File: src/iopr_pkg.sv
package iopr_pkg;

    // Clock and filter clock rates
    localparam int SYS_CLK_HZ = 100_000_000;
    localparam int FILT_FAST_HZ = 5_000_000;
    localparam int FILT_SLOW_HZ = 32_000;
    localparam int FILT_FAST_HALF = SYS_CLK_HZ / (2 * FILT_FAST_HZ);
    localparam int FILT_SLOW_HALF = SYS_CLK_HZ / (2 * FILT_SLOW_HZ);
    localparam int FILT_CNT_W = 11;

    // Configuration byte addresses and fields
    localparam logic [15:0] ADDR_COMP_STAT = 16'h2003;
    localparam logic [15:0] ADDR_CLK_OUT = 16'h2004;
    localparam int COMP_STAT_BIT = 0;
    localparam int CLK_OUT_EN_BIT = 4;
    localparam logic CLK_OUT_EN_RST = 1'b0;

    // Route fields: 0 pushbutton, then pins 1, 2, 4, 5, 6, 7, 8, 9
    localparam int NUM_ROUTE = 9;
    localparam int ROUTE_W = 3;
    localparam logic [15:0] ROUTE_ADDR [NUM_ROUTE] = '{
        16'h2009, 16'h2009, 16'h200A, 16'h200B, 16'h200B,
        16'h200C, 16'h200C, 16'h200D, 16'h200D};
    localparam int ROUTE_LSB [NUM_ROUTE] = '{0, 4, 0, 0, 4, 0, 4, 0, 4};
    localparam logic [2:0] ROUTE_RST = 3'h0;

    // Route codes
    localparam logic [2:0] RT_NONE = 3'h0;
    localparam logic [2:0] RT_RSVD = 3'h1;
    localparam logic [2:0] RT_TIMER0 = 3'h2;
    localparam logic [2:0] RT_TIMER1 = 3'h3;
    localparam logic [2:0] RT_HI_RISE = 3'h4;
    localparam logic [2:0] RT_LO_RISE = 3'h5;
    localparam logic [2:0] RT_HI_FALL = 3'h6;
    localparam logic [2:0] RT_LO_FALL = 3'h7;

    typedef logic [ROUTE_W-1:0] iopr_route_t;

    typedef struct packed {
        logic timer_zero_input;
        logic timer_one_input;
        logic high_priority_ext_interrupt;
        logic low_priority_ext_interrupt;
    } iopr_res_s;

endpackage : iopr_pkg

File: src/iopr_pin_route.sv
`timescale 1ns/100ps

module iopr_pin_route
    import iopr_pkg::*;
(
    input wire logic clk_sys,
    input wire logic rst,
    input wire logic [15:0] cfg_addr,
    input wire logic [7:0] cfg_wdata,
    input wire logic cfg_we,
    input wire logic cfg_re,
    output logic [7:0] cfg_rdata,
    input wire logic [NUM_ROUTE-1:0] pin_in,
    input wire logic supply_ok_indication,
    input wire logic reduced_power_battery_mode,
    input wire logic lcd_segment_output,
    output logic seg_clk_pin,
    output iopr_res_s res_out
);

    // Input synchronisers
    logic [NUM_ROUTE-1:0] pin_meta_reg, pin_sync_reg;
    logic comp_meta_reg, comp_sync_reg;
    logic slow_meta_reg, slow_sync_reg;

    always_ff @(posedge clk_sys) begin
        pin_meta_reg <= pin_in;
        pin_sync_reg <= pin_meta_reg;
        comp_meta_reg <= supply_ok_indication;
        comp_sync_reg <= comp_meta_reg;
        slow_meta_reg <= reduced_power_battery_mode;
        slow_sync_reg <= slow_meta_reg;
    end

    // Configuration registers
    iopr_route_t route_reg [NUM_ROUTE];
    logic clk_out_en_reg;
    logic clk_out_hit;
    logic comp_hit;

    assign clk_out_hit = (cfg_addr == ADDR_CLK_OUT);
    assign comp_hit = (cfg_addr == ADDR_COMP_STAT);

    always_ff @(posedge clk_sys) begin
        if (rst) begin
            clk_out_en_reg <= CLK_OUT_EN_RST;
        end else if (cfg_we && clk_out_hit) begin
            clk_out_en_reg <= cfg_wdata[CLK_OUT_EN_BIT];
        end
    end

    // Per-pin route fields and resource selects
    logic [NUM_ROUTE-1:0] sel_t0, sel_t1, sel_hr, sel_lr, sel_hf, sel_lf;
    logic [NUM_ROUTE-1:0] route_hit;

    genvar gi;
    generate
        for (gi = 0; gi < NUM_ROUTE; gi++) begin : g_route
            assign route_hit[gi] = cfg_we && (cfg_addr == ROUTE_ADDR[gi]);
            always_ff @(posedge clk_sys) begin
                if (rst) begin
                    route_reg[gi] <= ROUTE_RST;
                end else if (route_hit[gi]) begin
                    route_reg[gi] <= cfg_wdata[ROUTE_LSB[gi] +: ROUTE_W];
                end
            end
            // None and reserved codes match no select
            assign sel_t0[gi] = (route_reg[gi] == RT_TIMER0);
            assign sel_t1[gi] = (route_reg[gi] == RT_TIMER1);
            assign sel_hr[gi] = (route_reg[gi] == RT_HI_RISE);
            assign sel_lr[gi] = (route_reg[gi] == RT_LO_RISE);
            assign sel_hf[gi] = (route_reg[gi] == RT_HI_FALL);
            assign sel_lf[gi] = (route_reg[gi] == RT_LO_FALL);
        end
    endgenerate

    // OR of every pin picking a resource
    logic t0_lvl, t1_lvl, hr_lvl, lr_lvl, hf_lvl, lf_lvl;
    assign t0_lvl = |(pin_sync_reg & sel_t0);
    assign t1_lvl = |(pin_sync_reg & sel_t1);
    assign hr_lvl = |(pin_sync_reg & sel_hr);
    assign lr_lvl = |(pin_sync_reg & sel_lr);
    assign hf_lvl = |(pin_sync_reg & sel_hf);
    assign lf_lvl = |(pin_sync_reg & sel_lf);

    // Edge detection for interrupt inputs
    logic hr_prev_reg, lr_prev_reg, hf_prev_reg, lf_prev_reg;
    logic hi_evt, lo_evt;
    assign hi_evt = (hr_lvl && !hr_prev_reg) || (!hf_lvl && hf_prev_reg);
    assign lo_evt = (lr_lvl && !lr_prev_reg) || (!lf_lvl && lf_prev_reg);

    always_ff @(posedge clk_sys) begin
        if (rst) begin
            hr_prev_reg <= 1'b0;
            lr_prev_reg <= 1'b0;
            hf_prev_reg <= 1'b0;
            lf_prev_reg <= 1'b0;
            res_out <= '0;
        end else begin
            hr_prev_reg <= hr_lvl;
            lr_prev_reg <= lr_lvl;
            hf_prev_reg <= hf_lvl;
            lf_prev_reg <= lf_lvl;
            res_out.timer_zero_input <= t0_lvl;
            res_out.timer_one_input <= t1_lvl;
            res_out.high_priority_ext_interrupt <= hi_evt;
            res_out.low_priority_ext_interrupt <= lo_evt;
        end
    end

    // Filter clock divider
    logic [FILT_CNT_W-1:0] filt_cnt_reg;
    logic [FILT_CNT_W-1:0] filt_half;
    logic filt_reg;
    logic slow_prev_reg;
    logic filt_wrap;
    assign filt_half = slow_sync_reg ? FILT_CNT_W'(FILT_SLOW_HALF)
                                     : FILT_CNT_W'(FILT_FAST_HALF);
    assign filt_wrap = (filt_cnt_reg == filt_half - 1'b1);

    always_ff @(posedge clk_sys) begin
        if (rst) begin
            filt_cnt_reg <= '0;
            filt_reg <= 1'b0;
            slow_prev_reg <= 1'b0;
        end else begin
            slow_prev_reg <= slow_sync_reg;
            if (slow_sync_reg != slow_prev_reg) begin
                filt_cnt_reg <= '0;
            end else if (filt_wrap) begin
                filt_cnt_reg <= '0;
                filt_reg <= !filt_reg;
            end else begin
                filt_cnt_reg <= filt_cnt_reg + 1'b1;
            end
        end
    end

    // Shared segment / clock pin
    always_ff @(posedge clk_sys) begin
        if (rst) begin
            seg_clk_pin <= 1'b0;
        end else begin
            seg_clk_pin <= clk_out_en_reg ? filt_reg : lcd_segment_output;
        end
    end

    // Read path
    logic [7:0] rd_byte;
    always_comb begin
        rd_byte = 8'h00;
        if (comp_hit) begin
            rd_byte[COMP_STAT_BIT] = comp_sync_reg;
        end
        if (clk_out_hit) begin
            rd_byte[CLK_OUT_EN_BIT] = clk_out_en_reg;
        end
        for (int i = 0; i < NUM_ROUTE; i++) begin
            if (cfg_addr == ROUTE_ADDR[i]) begin
                rd_byte[ROUTE_LSB[i] +: ROUTE_W] = route_reg[i];
            end
        end
    end

    always_ff @(posedge clk_sys) begin
        if (rst) begin
            cfg_rdata <= 8'h00;
        end else if (cfg_re) begin
            cfg_rdata <= rd_byte;
        end
    end
endmodule : iopr_pin_route

File: config.mk
export PLATFORM = sky130hd
export DESIGN_NAME = iopr_pin_route
export DESIGN_NICKNAME = d
export VERILOG_FILES = /design/src/iopr_pkg.sv /design/src/iopr_pin_route.sv
export SDC_FILE = /design/constraint.sdc
export NUM_CORES = 1
export LEC_CHECK = 0
export ABC_AREA = 1
export BUFFER_PORTS_ARGS = -buffer_cell sky130_fd_sc_hd__buf_2
export CAP_MARGIN = 30
export CORE_UTILIZATION = 45
export CTS_CLUSTER_DIAMETER = 120
export CTS_CLUSTER_SIZE = 12
export DETAILED_ROUTE_END_ITERATION = 12
export GPL_ROUTABILITY_DRIVEN = 0
export PLACE_DENSITY = 0.64
export SLEW_MARGIN = 5
export SYNTH_ARGS = -nofsm -noshare
export SYNTH_HDL_FRONTEND = slang
export SYNTH_SLANG_ARGS = --single-unit
File: constraint.sdc
create_clock -name clk_sys -period 1.92 [get_ports clk_sys]
set_input_delay 0.384 -clock clk_sys [delete_from_list [all_inputs] [get_ports clk_sys]]
set_output_delay 0.384 -clock clk_sys [all_outputs]
set_load 0.02 [all_outputs]
==> qor.txt <==
count of buffers from port buffering: 48
Final #Nets: 544
Fin. Hold Viols: 0
Peak VDD IR: 0.5175 mV
via count: 3121
Total Neg Setup Slack: 0 ns
DRT iter0 DRCs: 210
Critical Path Start Type: flop
Cell variety after synth: 39
worst setup path category: flop to flop
Non-Filler Instances: 606
max cap viols: 0
outcome: finished, final reports clean
fin crit share: 82.61%
Avg Synthesized Cell Area: 8.070 um2
Setup Skew: 0.01111 ns
CTS Hold Bufs: 0
Hold Path Class: input port to flop
Area growth syn-to-layout: 16.67%
Total GRT Usage: 22.55%
vias in the first global route: 2949
CP endpoint kind: flop
Post-Route WL: 8.560 mm
Seq/Total Area, Yosys: 51.82%
largest net degree at the start of global routing: 17
cts repair resizes: 0
CTS Buf Count: 9
full die area: 8213 um2
n_diodes: 0
post-synth top area share: 28.88%
Max Freq: 630.4 MHz
post-synthesis register bit count: 78
Synth Cell Area: 3535 um2
most frequent cell after synthesis: nand2_1
Worst path max stage delay: 0.39 ns
Starting Density: 47.71%
worst path cell trace: ha_1, nand2_1, nor2_1, nand3_1, nor3_1, nand3_1, o21bai_1, a21oi_1
CTS tree: built
die width: 90.63 um
ys flop type: dfxtp_1
RSZ-0062 raised after global routing: false
CP Max Fanout: 4
setup bufs post-CTS: 0
CTS Buffer Depth: 2
Ports: 53
Ys Warns: 0
post-route ant nets: 0
reg2reg path depth: 8
clock root cell: clkbuf_8
number of flops mapped to enable cells by yosys: 27
grt total ovfl: 0
core footprint: 7408 um2
Post-synth top cells: nand2_1, nor2_1, inv_1, dfxtp_1, nand3_1
PwrDens: 784.1 nW/um2
DR WL/cell: 14.13 um
Arr. time, crit path: 1.85 ns
cells after synthesis: 438
DP HPWL: 6.621 mm
CTS H-tree depth: 3
clk sinks: 78
synth top area cells: dfxtp_1, edfxtp_1, nand2_1, nor2_1, inv_1
asr flop ratio synth: 0%
initial antenna violation count: 0
Pleak: 1.804 nW
leading area contributor after synthesis: dfxtp_1
max reg flops: 27
CTS clock-pin slew for the worst setup and hold paths: 0.08 ns
Slew Limit Fails: 0
CP max stage cell: dfxtp_1
hold depth: 1
final setup vio count: 0
post-layout min period: 1.586 ns
Req. time, crit path: 2.18 ns
critical path's most frequent cell: nand3_1
total number of placement rows: 31
Placed Cells: 590
clk_lat worst skew: 0.36 ns
layout cell share with drive strength beyond 1: 18.74%
die height: 90.63 um
1st-pass router iterations: 5
drc violations: 0
Vias/cell: 5.150
global-route wire length before repair: 14.27 mm
-- cell usage in the layout (no fill, tap or decap), types with 2 or more instances in the layout --
master,count
nor3b_1,2
inv_1,59
nand3_1,39
nor2_1,67
o22ai_1,3
nor3_1,25
nor2_2,6
clkinv_4,4
buf_2,48
o221ai_1,2
nand2_1,71
nand4_1,10
conb_1,2
inv_2,5
clkbuf_8,10
o21ai_0,13
o31ai_1,5
buf_4,10
ha_1,2
a21oi_1,15
dfxtp_1,51
o21ai_1,4
edfxtp_1,27
nor4_1,6
a21oi_2,2
xor2_1,2
nand2_2,4
-- per-stage QoR --
stage / setup slack [ns] / power (mW) / hold slack (ns) / util [%] / cell area (um2)
after floorplan: 0.1404 / 2.021 / 0.3096 / - / 3538
after global placement: 0.08415 / 2.143 / 0.3113 / 53.17 / 3939
after CTS: 0.3355 / 3.266 / 0.1016 / 55.67 / 4124
final: 0.3338 / 3.234 / 0.1162 / 55.67 / 4124
after global routing: 0.07051 / 3.369 / 0.1022 / 55.67 / 4124
after detailed placement: 0.1072 / 2.150 / 0.3121 / 53.17 / 3939
-- cell families after synthesis --
family,synth area share (%)
and+or+nand+nor,30.30
DFF,51.82
other,0.1061
adders and majority gates,0.7079
buffers and inverters,7.893
AOI/OAI and AO/OA,8.425
xor gates and xnor gates,0.7435
-- final cells by class --
class                   instances  area (um2)
clock buffers                  10       137.6
flip-flops and latches         78        1832
clock inverters                 6       47.55
fillers                       757        3284
multi-input cells             291        1428
inverters                      64       240.2
repair buffers                 58       315.3
well taps                      99       123.9
-- worst paths after layout --
check / to / start / slack (ns)
setup / recovery: filt_cnt_reg[10] / filt_cnt_reg[0] / 0.33
hold / removal: pin_meta_reg[6] / pin_in[6] / 0.12
setup reg to reg: filt_cnt_reg[10] / filt_cnt_reg[0] / 0.33
hold reg to reg: slow_sync_reg / slow_meta_reg / 0.33
-- critical path, delay by kind of cell, from the launching register on --
family | cells | cell delay (ns)
flip-flops | 1 | 0.39
AND/OR/NAND/NOR | 5 | 0.72
adder cells (fa/ha/maj) | 1 | 0.18
AO/OA/AOI/OAI | 2 | 0.20
-- power by group --
part	internal [mW]	switching [mW]	leakage (nW)
Clock	0.510	0.609	0.0924
Combinational	0.0982	0.179	1.03
Sequential	1.78	0.0554	0.678
Total	2.39	0.843	1.80
-- routing by layer --
layer  wire, um  vias up  GRT usage, %
li1           -     1583             -
met1       3934     1427         29.19
met2       3926       94         34.79
met3        508       17         7.239
met4        190        0         9.005
met5          0        -             0
No activity file was read; power rests on OpenSTA's default activity.
